--- config.mk ---
export PLATFORM = sky130hd
export DESIGN_NAME = j1939_bam_multipacket_receiver
export DESIGN_NICKNAME = d
export VERILOG_FILES = /design/src/design/j1939_rx_pkg.sv /design/src/design/j1939_bam_multipacket_receiver.sv /design/src/design/reasm_buf.sv
export SDC_FILE = /design/constraint.sdc
export NUM_CORES = 2
export LEC_CHECK = 0
export BUFFER_PORTS_ARGS = -buffer_cell sky130_fd_sc_hd__buf_2
export CAP_MARGIN = 30
export CORE_ASPECT_RATIO = 1.1
export CORE_MARGIN = 2
export CORE_UTILIZATION = 28
export DETAILED_ROUTE_END_ITERATION = 8
export PLACE_DENSITY_LB_ADDON = 0.15
export SLEW_MARGIN = 5
export SYNTH_ARGS = -nofsm -noshare
export SYNTH_HDL_FRONTEND = slang
export SYNTH_SLANG_ARGS = --single-unit
--- constraint.sdc ---
create_clock -name clock_in -period 4.8 [get_ports clock_in]
set_input_delay 0.48 -clock clock_in [delete_from_list [all_inputs] [get_ports clock_in]]
set_output_delay 0.48 -clock clock_in [all_outputs]
set_load 0.01 [all_outputs]
--- src/design/j1939_rx_pkg.sv ---
package j1939_rx_pkg;

   // ------------------------------------------------------------
   // Group numbers, control codes, addresses
   // ------------------------------------------------------------
   localparam logic [17:0] PGN_TP_CM   = 18'h0EC00;
   localparam logic [17:0] PGN_TP_DT   = 18'h0EB00;
   localparam logic [17:0] PGN_DM1     = 18'h0FECA;
   localparam logic [7:0]  CTL_RTS     = 8'h10;
   localparam logic [7:0]  CTL_CTS     = 8'h11;
   localparam logic [7:0]  CTL_ACK     = 8'h13;
   localparam logic [7:0]  CTL_BAM     = 8'h20;
   localparam logic [7:0]  CTL_ABORT   = 8'hFF;
   localparam logic [7:0]  ADDR_GLOBAL = 8'hFF;
   localparam logic [7:0]  PDU2_MIN_PF = 8'hF0;

   // ------------------------------------------------------------
   // Sizes
   // ------------------------------------------------------------
   localparam int          SF_MAX_BYTES = 8;
   localparam int          TP_MIN_BYTES = 9;
   localparam int          TP_MAX_BYTES = 1785;
   localparam int          BUF_LIMIT    = 500;
   localparam int          DT_PAYLOAD   = 7;
   localparam int          MAP_WORDS    = 4;
   localparam int          DTC_BYTES    = 4;
   localparam logic [3:0]  DLC_FULL     = 4'h8;
   localparam logic [7:0]  LAMPS_RST    = 8'h00;

   // ------------------------------------------------------------
   // Types
   // ------------------------------------------------------------
   typedef struct packed {
      logic [28:0] id;
      logic [3:0]  dlc;
      logic [63:0] data;
   } can_frame_t;

   typedef struct packed {
      logic [17:0] pgn;
      logic [10:0] size;
      logic [7:0]  packets;
      logic [7:0]  src;
   } bam_info_t;

   typedef enum logic [2:0] {CM_BAM, CM_RTS, CM_CTS, CM_ACK, CM_ABORT, CM_OTHER} cm_kind_t;

   // ------------------------------------------------------------
   // Helpers
   // ------------------------------------------------------------
   // Destination-specific formats carry the address in PS, not in the group number
   function automatic logic [17:0] pgn_of(input logic [28:0] id);
      pgn_of = (id[23:16] < PDU2_MIN_PF) ? {id[25:16], 8'h00} : id[25:8];
   endfunction : pgn_of

   function automatic logic [7:0] byte_of(input logic [63:0] d, input int n);
      byte_of = d[71 - 8 * n -: 8];
   endfunction : byte_of

   function automatic cm_kind_t cm_decode(input logic [7:0] c);
      case (c)
         CTL_BAM:   cm_decode = CM_BAM;
         CTL_RTS:   cm_decode = CM_RTS;
         CTL_CTS:   cm_decode = CM_CTS;
         CTL_ACK:   cm_decode = CM_ACK;
         CTL_ABORT: cm_decode = CM_ABORT;
         default:   cm_decode = CM_OTHER;
      endcase
   endfunction : cm_decode

endpackage : j1939_rx_pkg

--- src/design/j1939_bam_multipacket_receiver.sv ---
// Contract
// RULE_01 - Groups to eight bytes ride one frame; 9 to 1785 use transport.
// RULE_02 - Connection-management byte one decodes announce, request, clear, acknowledge, abort.
// RULE_03 - Data frames carry sequence byte plus seven payload bytes.
// RULE_04 - Transport frames accepted only for own address or global FF.
// RULE_05 - Announced data accepted only when group interests us; no acknowledge sent.
// RULE_06 - Only broadcast announce reception; request and clear frames ignored.
// RULE_07 - No 200ms wait limit; no hold or disconnect timeout.
// RULE_08 - Reassembly buffer holds groups up to 500 bytes.
// RULE_09 - Connection scheme: request, clear, data, acknowledge by responder.
// RULE_10 - Connection scheme: responder alone holds and aborts connections.
// RULE_11 - Diagnostic group 0xFECA is variable length, may arrive multi-packet.
// RULE_12 - Diagnostic byte one is lamp state; four-byte codes follow.
// RULE_13 - Each mapped group takes four consecutive words; next follows directly.
// RULE_14 - Words carry raw values; consumer applies resolution and offset.
// RULE_15 - Odd byte to high half, following even byte to low half.
// RULE_16 - Size and count from announce; place by sequence; drop oversize.
`timescale 1ns/100ps
`default_nettype none
module j1939_bam_multipacket_receiver
   import j1939_rx_pkg::*;
#(
   parameter int BUF_BYTES = BUF_LIMIT,
   parameter int MAP_N     = 2,
   parameter int ROWS      = (BUF_BYTES + DT_PAYLOAD - 1) / DT_PAYLOAD,
   parameter int RW        = $clog2(ROWS)
) (
   input  wire logic                      clock_in,
   input  wire logic                      rst_n_in,
   input  wire logic                      frame_valid_in,
   input  wire can_frame_t                frame_in,
   input  wire logic [7:0]                own_addr_in,
   input  wire logic [17:0]               watch_pgn_in,
   input  wire logic [MAP_N-1:0][17:0]    map_pgn_in,
   input  wire logic [RW-1:0]             rd_row_in,
   output var  logic                      map_we_out,
   output var  logic [7:0]                map_base_out,
   output var  logic [MAP_WORDS-1:0][15:0] map_words_out,
   output var  logic                      grp_done_out,
   output var  logic [17:0]               grp_pgn_out,
   output var  logic [10:0]               grp_size_out,
   output var  logic                      grp_discard_out,
   output var  logic                      rx_busy_out,
   output var  logic [55:0]               rd_row_out,
   output var  logic                      dtc_valid_out,
   output var  logic [7:0]                dtc_lamps_out,
   output var  logic [8:0]                dtc_count_out
);
   initial begin
      if (BUF_BYTES < TP_MIN_BYTES || BUF_BYTES > TP_MAX_BYTES) $error("BUF_BYTES out of range");
      if (MAP_N < 1 || MAP_N * MAP_WORDS > 256) $error("MAP_N out of range");
   end

   // ------------------------------------------------------------
   // Frame decode
   // ------------------------------------------------------------
   typedef enum {ST_IDLE, ST_COLLECT} rx_state_t;

   logic [17:0] f_pgn;
   logic [7:0]  f_src;
   logic        addr_ok;
   logic        is_cm;
   logic        is_dt;
   cm_kind_t    cm_kind;
   bam_info_t   cand;
   logic        interested;
   logic        size_ok;

   always_comb begin
      f_pgn      = pgn_of(frame_in.id);
      f_src      = frame_in.id[7:0];
      addr_ok    = frame_in.id[15:8] == own_addr_in || frame_in.id[15:8] == ADDR_GLOBAL; // [RULE_04]
      is_cm      = frame_valid_in && f_pgn == PGN_TP_CM && addr_ok && frame_in.dlc == DLC_FULL;
      is_dt      = frame_valid_in && f_pgn == PGN_TP_DT && addr_ok && frame_in.dlc == DLC_FULL;
      cm_kind    = cm_decode(byte_of(frame_in.data, 1)); // [RULE_02]
      // Byte three low bits and byte eight low bits taken straight from the data
      cand.size  = {frame_in.data[42:40], byte_of(frame_in.data, 2)};
      cand.packets = byte_of(frame_in.data, 4);
      cand.pgn   = {frame_in.data[1:0], byte_of(frame_in.data, 7),
                    byte_of(frame_in.data, 6)};
      cand.src   = f_src;
      interested = cand.pgn == watch_pgn_in || cand.pgn == PGN_DM1; // [RULE_05] [RULE_11]
      // Packet count must match the size, else placement would overrun a row
      size_ok    = 32'(cand.size) >= TP_MIN_BYTES && 32'(cand.size) <= BUF_BYTES // [RULE_08]
                   && 32'(cand.packets) == (32'(cand.size) + DT_PAYLOAD - 1) / DT_PAYLOAD; // [RULE_01]
   end

   // ------------------------------------------------------------
   // Announce and reassembly
   // ------------------------------------------------------------
   rx_state_t       state_r, state_nxt;
   bam_info_t       info_r, info_nxt;
   logic [7:0]      rcvd_r, rcvd_nxt;
   logic [ROWS-1:0] seen_r, seen_nxt;
   logic [7:0]      lamp_r, lamp_nxt;
   logic            done_r, done_nxt;
   logic            discard_r, discard_nxt;
   logic            dtc_v_r, dtc_v_nxt;
   logic [7:0]      lamps_r, lamps_nxt;
   logic [8:0]      dtc_cnt_r, dtc_cnt_nxt;
   logic [17:0]     gpgn_r, gpgn_nxt;
   logic [10:0]     gsize_r, gsize_nxt;
   logic            busy_r, busy_nxt;
   logic            wr_en;
   logic [RW-1:0]   wr_row;
   logic [7:0]      seq;

   always_comb begin
      state_nxt   = state_r;
      info_nxt    = info_r;
      rcvd_nxt    = rcvd_r;
      seen_nxt    = seen_r;
      lamp_nxt    = lamp_r;
      done_nxt    = 1'b0;
      discard_nxt = 1'b0;
      dtc_v_nxt   = dtc_v_r;
      lamps_nxt   = lamps_r;
      dtc_cnt_nxt = dtc_cnt_r;
      gpgn_nxt    = gpgn_r;
      gsize_nxt   = gsize_r;
      wr_en       = 1'b0;
      seq         = byte_of(frame_in.data, 1);
      wr_row      = RW'(seq - 8'h01);
      if (is_cm) begin
         case (cm_kind)
            CM_BAM: begin
               if (interested && size_ok) begin
                  // A fresh announce restarts collection; nothing is answered
                  state_nxt = ST_COLLECT; // [RULE_05] [RULE_16]
                  info_nxt  = cand;
                  rcvd_nxt  = 8'h00;
                  seen_nxt  = '0;
               end else begin
                  discard_nxt = interested; // [RULE_16]
                  if (state_r == ST_COLLECT && info_r.src == f_src) begin
                     state_nxt = ST_IDLE;
                  end
               end
            end
            CM_ABORT: begin
               if (state_r == ST_COLLECT && info_r.src == f_src) begin
                  state_nxt = ST_IDLE;
               end
            end
            // Connection handshakes are not served: no reply, no state
            default: begin
               state_nxt = state_r; // [RULE_06]
            end
         endcase
      end else if (is_dt && state_r == ST_COLLECT && info_r.src == f_src
                   && seq != 8'h00 && seq <= info_r.packets) begin
         wr_en = 1'b1; // [RULE_03] [RULE_16]
         if (seq == 8'h01) begin
            lamp_nxt = byte_of(frame_in.data, 2);
         end
         if (!seen_r[wr_row]) begin
            seen_nxt[wr_row] = 1'b1;
            rcvd_nxt = rcvd_r + 8'h01;
            if (rcvd_nxt == info_r.packets) begin
               state_nxt = ST_IDLE;
               done_nxt  = 1'b1;
               gpgn_nxt  = info_r.pgn;
               gsize_nxt = info_r.size;
               if (info_r.pgn == PGN_DM1) begin
                  dtc_v_nxt   = 1'b1; // [RULE_12]
                  lamps_nxt   = (seq == 8'h01) ? byte_of(frame_in.data, 2) : lamp_r;
                  dtc_cnt_nxt = 9'((info_r.size - 11'h001) / DTC_BYTES);
               end
            end
         end
      end
      busy_nxt = state_nxt == ST_COLLECT;
   end

   // No timer anywhere: a stalled announce waits for the next one
   always_ff @(posedge clock_in or negedge rst_n_in) begin // [RULE_07]
      if (!rst_n_in) begin
         state_r   <= ST_IDLE;
         info_r    <= '0;
         rcvd_r    <= 8'h00;
         seen_r    <= '0;
         lamp_r    <= LAMPS_RST;
         done_r    <= 1'b0;
         discard_r <= 1'b0;
         dtc_v_r   <= 1'b0;
         lamps_r   <= LAMPS_RST;
         dtc_cnt_r <= 9'h000;
         gpgn_r    <= 18'h00000;
         gsize_r   <= 11'h000;
         busy_r    <= 1'b0;
      end else begin
         state_r   <= state_nxt;
         info_r    <= info_nxt;
         rcvd_r    <= rcvd_nxt;
         seen_r    <= seen_nxt;
         lamp_r    <= lamp_nxt;
         done_r    <= done_nxt;
         discard_r <= discard_nxt;
         dtc_v_r   <= dtc_v_nxt;
         lamps_r   <= lamps_nxt;
         dtc_cnt_r <= dtc_cnt_nxt;
         gpgn_r    <= gpgn_nxt;
         gsize_r   <= gsize_nxt;
         busy_r    <= busy_nxt;
      end
   end

   reasm_buf #(
      .ROWS      (ROWS),
      .WIDTH     (8 * DT_PAYLOAD)
   ) u_buf (
      .clock_in  (clock_in),
      .rst_n_in  (rst_n_in),
      .we_in     (wr_en),
      .waddr_in  (wr_row),
      .wdata_in  (frame_in.data[55:0]),
      .raddr_in  (rd_row_in),
      .rdata_out (rd_row_out)
   );

   // ------------------------------------------------------------
   // Single-frame word mapping
   // ------------------------------------------------------------
   logic                         map_we_r, map_we_nxt;
   logic [7:0]                   map_base_r, map_base_nxt;
   logic [MAP_WORDS-1:0][15:0]   map_words_r, map_words_nxt;

   always_comb begin
      map_we_nxt    = 1'b0;
      map_base_nxt  = map_base_r;
      map_words_nxt = map_words_r;
      if (frame_valid_in && frame_in.dlc == DLC_FULL) begin // [RULE_01]
         for (int i = 0; i < MAP_N; i++) begin
            if (f_pgn == map_pgn_in[i] && !map_we_nxt) begin
               map_we_nxt   = 1'b1;
               map_base_nxt = 8'(i * MAP_WORDS); // [RULE_13]
            end
         end
         if (map_we_nxt) begin
            // Raw bytes only; scaling is left to the consumer
            for (int w = 0; w < MAP_WORDS; w++) begin
               map_words_nxt[w] = {byte_of(frame_in.data, 2 * w + 1),
                                   byte_of(frame_in.data, 2 * w + 2)}; // [RULE_15] [RULE_14]
            end
         end
      end
   end

   always_ff @(posedge clock_in or negedge rst_n_in) begin
      if (!rst_n_in) begin
         map_we_r    <= 1'b0;
         map_base_r  <= 8'h00;
         map_words_r <= '0;
      end else begin
         map_we_r    <= map_we_nxt;
         map_base_r  <= map_base_nxt;
         map_words_r <= map_words_nxt;
      end
   end

   always_comb begin
      map_we_out      = map_we_r;
      map_base_out    = map_base_r;
      map_words_out   = map_words_r;
      grp_done_out    = done_r;
      grp_pgn_out     = gpgn_r;
      grp_size_out    = gsize_r;
      grp_discard_out = discard_r;
      rx_busy_out     = busy_r;
      dtc_valid_out   = dtc_v_r;
      dtc_lamps_out   = lamps_r;
      dtc_count_out   = dtc_cnt_r;
   end

   // ------------------------------------------------------------
   // Checks
   // ------------------------------------------------------------
   property p_map_full_frame;
      @(posedge clock_in) disable iff (!rst_n_in)
      map_we_r |-> $past(frame_valid_in) && $past(frame_in.dlc) == DLC_FULL;
   endproperty
   a_map_full_frame: assert property (p_map_full_frame) else $error("map from short frame"); // [RULE_01]

   property p_handshake_ignored;
      @(posedge clock_in) disable iff (!rst_n_in)
      (is_cm && cm_kind inside {CM_RTS, CM_CTS, CM_ACK}) |=> state_r == $past(state_r);
   endproperty
   a_handshake_ignored: assert property (p_handshake_ignored) else $error("handshake moved state"); // [RULE_06]

   property p_seq_range;
      @(posedge clock_in) disable iff (!rst_n_in)
      wr_en |-> seq >= 8'h01 && seq <= info_r.packets && state_r == ST_COLLECT;
   endproperty
   a_seq_range: assert property (p_seq_range) else $error("bad sequence written"); // [RULE_03]

   property p_addr_start;
      @(posedge clock_in) disable iff (!rst_n_in)
      (state_r == ST_IDLE ##1 state_r == ST_COLLECT) |-> $past(addr_ok);
   endproperty
   a_addr_start: assert property (p_addr_start) else $error("foreign address started"); // [RULE_04]

   property p_size_limit;
      @(posedge clock_in) disable iff (!rst_n_in)
      state_r == ST_COLLECT |-> 32'(info_r.size) <= BUF_BYTES;
   endproperty
   a_size_limit: assert property (p_size_limit) else $error("group over buffer"); // [RULE_08]

   property p_oversize_drop;
      @(posedge clock_in) disable iff (!rst_n_in)
      (is_cm && cm_kind == CM_BAM && interested && 32'(cand.size) > BUF_BYTES)
         |=> grp_discard_out && !($past(state_r) == ST_IDLE && state_r == ST_COLLECT);
   endproperty
   a_oversize_drop: assert property (p_oversize_drop) else $error("oversize not dropped"); // [RULE_16]

   property p_word_order;
      @(posedge clock_in) disable iff (!rst_n_in)
      map_we_r |-> map_words_r[0] == $past(frame_in.data[63:48])
                   && map_words_r[MAP_WORDS-1] == $past(frame_in.data[15:0]);
   endproperty
   a_word_order: assert property (p_word_order) else $error("word byte order wrong"); // [RULE_15]

   property p_word_base;
      @(posedge clock_in) disable iff (!rst_n_in)
      map_we_r |-> map_base_r[1:0] == 2'b00 && map_pgn_in[map_base_r / MAP_WORDS] == $past(f_pgn);
   endproperty
   a_word_base: assert property (p_word_base) else $error("mapped words misplaced"); // [RULE_13]

   property p_no_timeout;
      @(posedge clock_in) disable iff (!rst_n_in)
      (state_r == ST_COLLECT && !frame_valid_in) |=> state_r == ST_COLLECT;
   endproperty
   a_no_timeout: assert property (p_no_timeout) else $error("collection timed out"); // [RULE_07]

   property p_done_only_interest;
      @(posedge clock_in) disable iff (!rst_n_in)
      grp_done_out |-> $past(rcvd_r) + 8'h01 == $past(info_r.packets)
                       && (grp_pgn_out == PGN_DM1 || grp_pgn_out == $past(watch_pgn_in, 2)
                           || $past(state_r, 2) == ST_COLLECT);
   endproperty
   a_done_only_interest: assert property (p_done_only_interest) else $error("done early"); // [RULE_05]

   property p_dtc_group;
      @(posedge clock_in) disable iff (!rst_n_in)
      (grp_done_out && grp_pgn_out == PGN_DM1)
         |-> dtc_valid_out && 32'(dtc_count_out) == (32'(grp_size_out) - 1) / DTC_BYTES;
   endproperty
   a_dtc_group: assert property (p_dtc_group) else $error("diagnostic summary wrong"); // [RULE_12] [RULE_11]

endmodule : j1939_bam_multipacket_receiver
`default_nettype wire

--- src/design/reasm_buf.sv ---
`timescale 1ns/100ps
`default_nettype none
module reasm_buf #(
   parameter int ROWS  = 72,
   parameter int WIDTH = 56
) (
   input  wire logic                    clock_in,
   input  wire logic                    rst_n_in,
   input  wire logic                    we_in,
   input  wire logic [$clog2(ROWS)-1:0] waddr_in,
   input  wire logic [WIDTH-1:0]        wdata_in,
   input  wire logic [$clog2(ROWS)-1:0] raddr_in,
   output var  logic [WIDTH-1:0]        rdata_out
);
   logic [WIDTH-1:0] mem [ROWS];
   logic [WIDTH-1:0] rdata_nxt;

   initial begin
      if (ROWS < 2) $error("reasm_buf needs at least two rows");
   end

   always_comb begin
      rdata_nxt = mem[raddr_in];
   end

   always_ff @(posedge clock_in) begin
      if (we_in) begin
         mem[waddr_in] <= wdata_in;
      end
   end

   always_ff @(posedge clock_in or negedge rst_n_in) begin
      if (!rst_n_in) begin
         rdata_out <= '0;
      end else begin
         rdata_out <= rdata_nxt;
      end
   end
endmodule : reasm_buf
`default_nettype wire

---- Word-level counts from Yosys, hierarchy flattened ----
Memory sizes are Yosys's and may differ from the RTL's. A register that Yosys moved wholly into a read port is not among the register bits.
Cells that the tools add are included.
word-level totals
  register bits after elaboration ......... 288
  memory bits (writable) .................. 4032
  bits of input ports ..................... 169
  output and inout port bits .............. 179
  memories ................................ 1
memory list
  name       words  width  read ports  clocked after memory_dff  write ports  line             text
  u_buf.mem  72     56     1           1                         1            reasm_buf.sv:15  logic [WIDTH-1:0] mem [ROWS];
cells by class
  add/sub/neg operators ................... 5
  div/mod/pow operators ................... 1
  magnitude comparators ................... 6
  equal/unequal tests ..................... 25
  mux-type cells .......................... 42
  bitwise gates (word level) .............. 3
  reductions and logical operators ........ 32
operator list
  operator               number
  $mux 72                5
  $mux 32                6
  $eq 18x16->1 const B   4
  $mux 8                 9
  $or 72x72->72          1
  $eq 32x2->1 const B    2
  $pmux 32 s2            1
  $eq 18x18->1           3
  $div 32x3->32 const B  1
  $eq 8x32->1            1
  $eq 8x5->1 const B     3
  $eq 8x8->1             3
  $mux 1                 18
  $logic_and 1x1->1      17
  $eq 8x8->1 const B     2
  $pmux 3 s5             1
  $sub 12x1->13 const B  1
  $add 11x3->12 const B  1
  $ge 11x4->1 const B    1
  $le 11x9->1 const B    1
  $sub 11x1->11 const B  1
  $add 8x1->8 const B    1
  $eq 8x1->1 const B     1
  $eq 8x6->1 const B     1
  21 further kinds       29

---- Longest topological paths before layout ----
  depth in word-level cells ............... 14
  depth in mapped cells ................... 28
  gate-level depth less buffers ........... 22

---- By module ----
Synthesis repeated with hierarchy kept, for this count alone.
unflattened totals
  cells, all modules ...................... 8408
  area total of the unflattened synthesis .. 170011.8 µm²
by module, submodules not included
  module                          instances  cells each  area each (µm²)  seq. area each (µm²)
  reasm_buf                       1          6878        155236.4         122477.5
  j1939_bam_multipacket_receiver  1          1530        14775.4          7031.7

---- Least setup slack after synthesis ----
Ideal clock, no wire load.
  path type ............................... input -> register
  start ................................... in frame_in[50] in the netlist's numbering
  end ..................................... reg info_r[0] in the netlist's numbering
  library setup time ...................... 0.125 ns
  arrival time ............................ 5.716 ns
  path slack .............................. -1.041 ns
  stages .................................. 26
  cells stage by stage .................... buf_2 > inv_1 > ha_1 > nand2b_1 > buf_2 > or3_1 > a22oi_2 > o2bb2ai_1 > a221oi_1 > or4_1 > o2111a_1 > or2_1 > a211oi_1 > nor2_1 > mux2_2 > ha_1 > inv_1 > a21oi_1 > nand4_1 > nand4_2 > or4b_4 > and4_4 > o211ai_1 > buf_4 > buf_6 > mux2_4
between the ends
  cells in the longest elaborated chain, start to end .. 7
  elaborated cells between the ends (all ways) .. 10
  classes of those cells .................. add/sub: 2; div: 1; order compare: 2; eq/ne: 1; reduce/logical: 4
ends and longest elaborated chain
  element                              line                                   text
  start, declared                      j1939_bam_multipacket_receiver.sv:31   input wire can_frame_t frame_in,
  $add 11x3->12                        j1939_bam_multipacket_receiver.sv:85   && 32'(cand.packets) == (32'(cand.size) + DT_PAYLOAD - 1) / DT_PAYLOAD;
  $sub 12x1->13                        j1939_bam_multipacket_receiver.sv:85
  $div 32x3->32                        j1939_bam_multipacket_receiver.sv:85
  $eq 8x32->1                          j1939_bam_multipacket_receiver.sv:85
  $logic_and 1x1->1 *                  j1939_bam_multipacket_receiver.sv:85
  $logic_and 1x1->1 *                  j1939_bam_multipacket_receiver.sv:127  if (interested && size_ok) begin
  $reduce_and 3->1 (no source line) *  n/a
  end signal, assigned                 j1939_bam_multipacket_receiver.sv:193  info_r <= info_nxt;
  end, declared                        j1939_bam_multipacket_receiver.sv:92   bam_info_t info_r, info_nxt;
Mark *: on every way between the ends. The rest lies on a longest branch, timed or not.
A chain may end at the register's enable or synchronous reset.

---- Final worst setup path ----
  start ................................... in frame_in[54] in the netlist's numbering
  end ..................................... reg info_r[17] in the netlist's numbering
The elaborated chain is that of the path after synthesis.

==> impl_results.md <==
- Ys Warns: 0
- Worst setup EP type: flip-flop
- Slew at the pin closest to its max-slew limit: 1.03 ns
- Crit path max fanout: 7
- Via count: 83300
- Residual DRC: 0
- GRT overflow: 0
- Period minus WS final: 4.97 ns
- Pin count of the biggest net entering global routing: 91
- Critical-path top delay cell: or4b_4
- Critical path launch point type: primary input
- Vias in the first global route: 87700
- Mean area per synthesized cell: 23.3 um^2
- Violated checks: negative setup slack
- Post-DP HPWL: 339000 um
- Post-synthesis sequential area ratio: 0.767
- NumNets Final: 8553
- Iteration-0 DRC Markers: 8855
- Row Count: 299
- Final std cells w/o fill: 16700
- Area of the mapped netlist: 169000 um^2
- Placed cell count: 15800
- Flip-flop and latch count after synthesis: 4369
- Fin Clk Skew: 0.102 ns
- Die area: 609000 um^2
- H-tree Lvls: 5
- Final setup vio count: 132
- WP data arrival: 5.90 ns
- Clk buf depth: 4
- CTS sink count: 4369
- Share of cells above drive strength 1: 0.374
- Number of synthesized flops with an enable pin: 4032
- Library cells used by synthesis: 103
- WHS Path Cells: 1
- Period Utilization, post-route: 1.04
- Critical Setup Path Class: in2reg
- Max-cap check violation count: 0
- Setup ws final: -0.171 ns
- Max Clk Rate: 201 MHz
- Max transition margin: 0.314
- Total CTS buffers: 468
- Final GP Congestion: 0.783
- Outcome: finished, violations left
- End-of-flow core utilization: 0.338
- Die Y: 818 um
- IO Port Bufs: 337
- CTS tree: built
- GRT Util Overall: 0.180
- WP data required: 5.73 ns
- Synth Flop Type: edfxtp_1
- Root buffer cell: clkbuf_16
- Leakage: 65.7 nW
- Fraction of registers with async set/reset: 0.0771
- RSZ-0062 raised after global routing: yes
- First-pass GRT wire length: 759000 um
- Vias per inst: 4.98
- Avg WL per Cell: 33.3 um
- Initial antenna violation count: 77
- Starting Density: 0.281
- Slew Limit Fails: 0
- CORE AREA: 602000 um^2
- Peak VDD IR: 372 uV
- Hold Fails Final Rpt: 0
- Worst min path class: in2reg
- FF-to-FF path depth: 15
- Ports: 348
- Post-synthesis cell count: 7236
- Detail Route Antenna Nets: 0
- Drt first pass iters: 5
- Clk slew on worst S/H paths: 0.06 ns
- Largest stage delay on the critical path: 0.55 ns
- Area growth syn-to-layout: 20.4%
- Detailed-route wire length: 557000 um
- Later-pin clock latency in the skew report: 1.05 ns
- Die extent in x: 744 um
- Pwr dens: 407 nW/um^2
==> final cells by class <==
cell class | instances | area, um^2
fill | 56400 | 398000
sequential | 4369 | 130000
multi-input combinational | 2464 | 38700
clock buffer | 609 | 12600
tap | 7976 | 9980
timing repair buffer | 1043 | 9550
clock inverter | 251 | 2680
inverter | 21 | 96.3
antenna | 11 | 27.5
==> where the power goes <==
part	leakage, nW	switching (mW)	internal (mW)	total, mW
sequential	40.8	0.0271	41.6	41.7
combinational	17.5	2.86	1.94	4.80
clock	7.46	15.4	20.8	36.2
total	65.7	18.3	64.4	82.7
==> sequential cells by signal (all words and copies together) (netlist names), 8 cells and up <==
signal,flops
grp_size_out,11
map_words_out,64
state_r,32
u_buf.rdata_out,56
lamp_r,8
info_r,45
dtc_lamps_out,8
rcvd_r,8
grp_pgn_out,18
dtc_count_out,9
u_buf.mem,4032
seen_r,72
==> synth_stat cells, types with 5 or more instances <==
master	n	area (um^2)
edfxtp_1	4032	121000
mux4_2	1288	29000
dfrtp_1	337	8430
clkbuf_1	244	916
nor2_1	224	841
buf_1	107	402
mux2_2	104	1170
a21oi_1	103	515
mux2i_1	64	641
xnor2_1	59	517
a22o_1	57	499
nand2_1	55	206
xor2_1	44	385
mux2_4	41	616
o22ai_1	38	238
nor3b_1	34	255
o21ai_0	30	150
nor4_1	28	175
nand4_1	27	169
nand3_1	23	115
a31oi_1	21	131
buf_2	20	100
inv_1	20	75.1
nand2b_1	20	125
nor3_1	20	100
ha_1	17	213
buf_4	11	82.6
nor4bb_1	9	90.1
o21a_1	8	60.1
o32ai_1	7	61.3
a211oi_1	6	45.0
buf_6	6	67.6
o211ai_1	6	45.0
o22a_1	6	52.6
and2_1	5	31.3
o21ai_1	5	25.0
==> kinds of logic (layout without fill, tap and decap cells) <==
| family | count (synthesis) | after routing | synth area share |
|---|---|---|---|
| AOI/OAI and AO/OA | 348 | 348 | 0.0148 |
| buffers and inverters | 409 | 1924 | 0.00976 |
| adders and majority gates | 19 | 19 | 0.00139 |
| other | 1 | 18 | 0.0000222 |
| muxes | 1498 | 1498 | 0.186 |
| xor gates and xnor gates | 103 | 103 | 0.00535 |
| DFF | 4369 | 4369 | 0.767 |
| and+or+nand+nor | 489 | 489 | 0.0148 |
==> metal layers <==
layer	vias up	track usage	part of all wire
met4	4	0.0320	0.018
met5	-	0	0.000041
met1	46800	0.249	0.43
met3	578	0.0288	0.056
li1	33300	-	-
met2	2695	0.302	0.49
==> through the flow <==
stage               hold WS [ns]  power, mW  instance area, um^2  worst slack, ns  TNS (ns)
floorplan                  0.184       44.7               169000           -0.719    -89.50
global placement           0.449       47.2               187000            -1.65   -241.12
detailed placement         0.452       47.2               187000            -1.66   -236.11
CTS                      0.00103       83.7               203000         -0.00802   -0.0148
global route              0.0479       85.3               203000           -0.247    -26.63
finish                    0.0725       82.7               203000           -0.171    -12.37
==> worst max-delay path, delay by kind of cell <==
family | cells | cell delay, ns
adder cells (fa/ha/maj) | 1 | 0.17
multiplexers | 2 | 0.57
AO/OA/AOI/OAI | 9 | 1.92
AND/OR/NAND/NOR | 7 | 1.47
buffers and inverters | 9 | 1.21
==> worst paths after layout <==
path | from | to | slack [ns]
setup reg to reg | info_r[9] | u_buf.mem[0][40] | 0.62
min in group asynchronous | rst_n_in | state_r[1] | 0.42
hold / removal | frame_in[26] | u_buf.mem[64][26] | 0.07
max in group asynchronous | rst_n_in | u_buf.rdata_out[40] | 3.25
setup / recovery | frame_in[54] | info_r[17] | -0.17
hold reg to reg | dtc_valid_out | dtc_valid_out | 0.46
==> layout by cell type (no fill, tap or decap), types with 26 or more instances in the layout <==
cell and instances:
mux2i_1 64, a21oi_1 101, clkinv_1 88, o22ai_1 35, nor4_1 26, nand2_1 52, bufinv_16 43, buf_4 479
mux2_4 44, edfxtp_1 4032, dlygate4sd3_1 50, nor2_4 72, clkinv_2 75, clkbuf_16 474, clkbuf_1 107, nor3b_2 30
mux4_2 1288, buf_12 170, nand4_1 27, buf_2 315, xor2_1 43, a22o_1 57, mux2_2 101, clkbuf_8 31
nor2_1 150, dfrtp_1 337, xnor2_1 58
==> what timing repair did <==
| item | in CTS | in global routing |
|---|---|---|
| buffers inserted | 14 | 17 |
| hold buffers | 50 | 1 |
| resized for setup | 45 | 40 |
| endpoints found under the hold margin | 253 | 7 |
| gates cloned | 1 | 3 |
| endpoints found under the setup margin | 151 | 151 |
| pin swaps | 23 | 27 |
(Power assumes the default switching activity.)
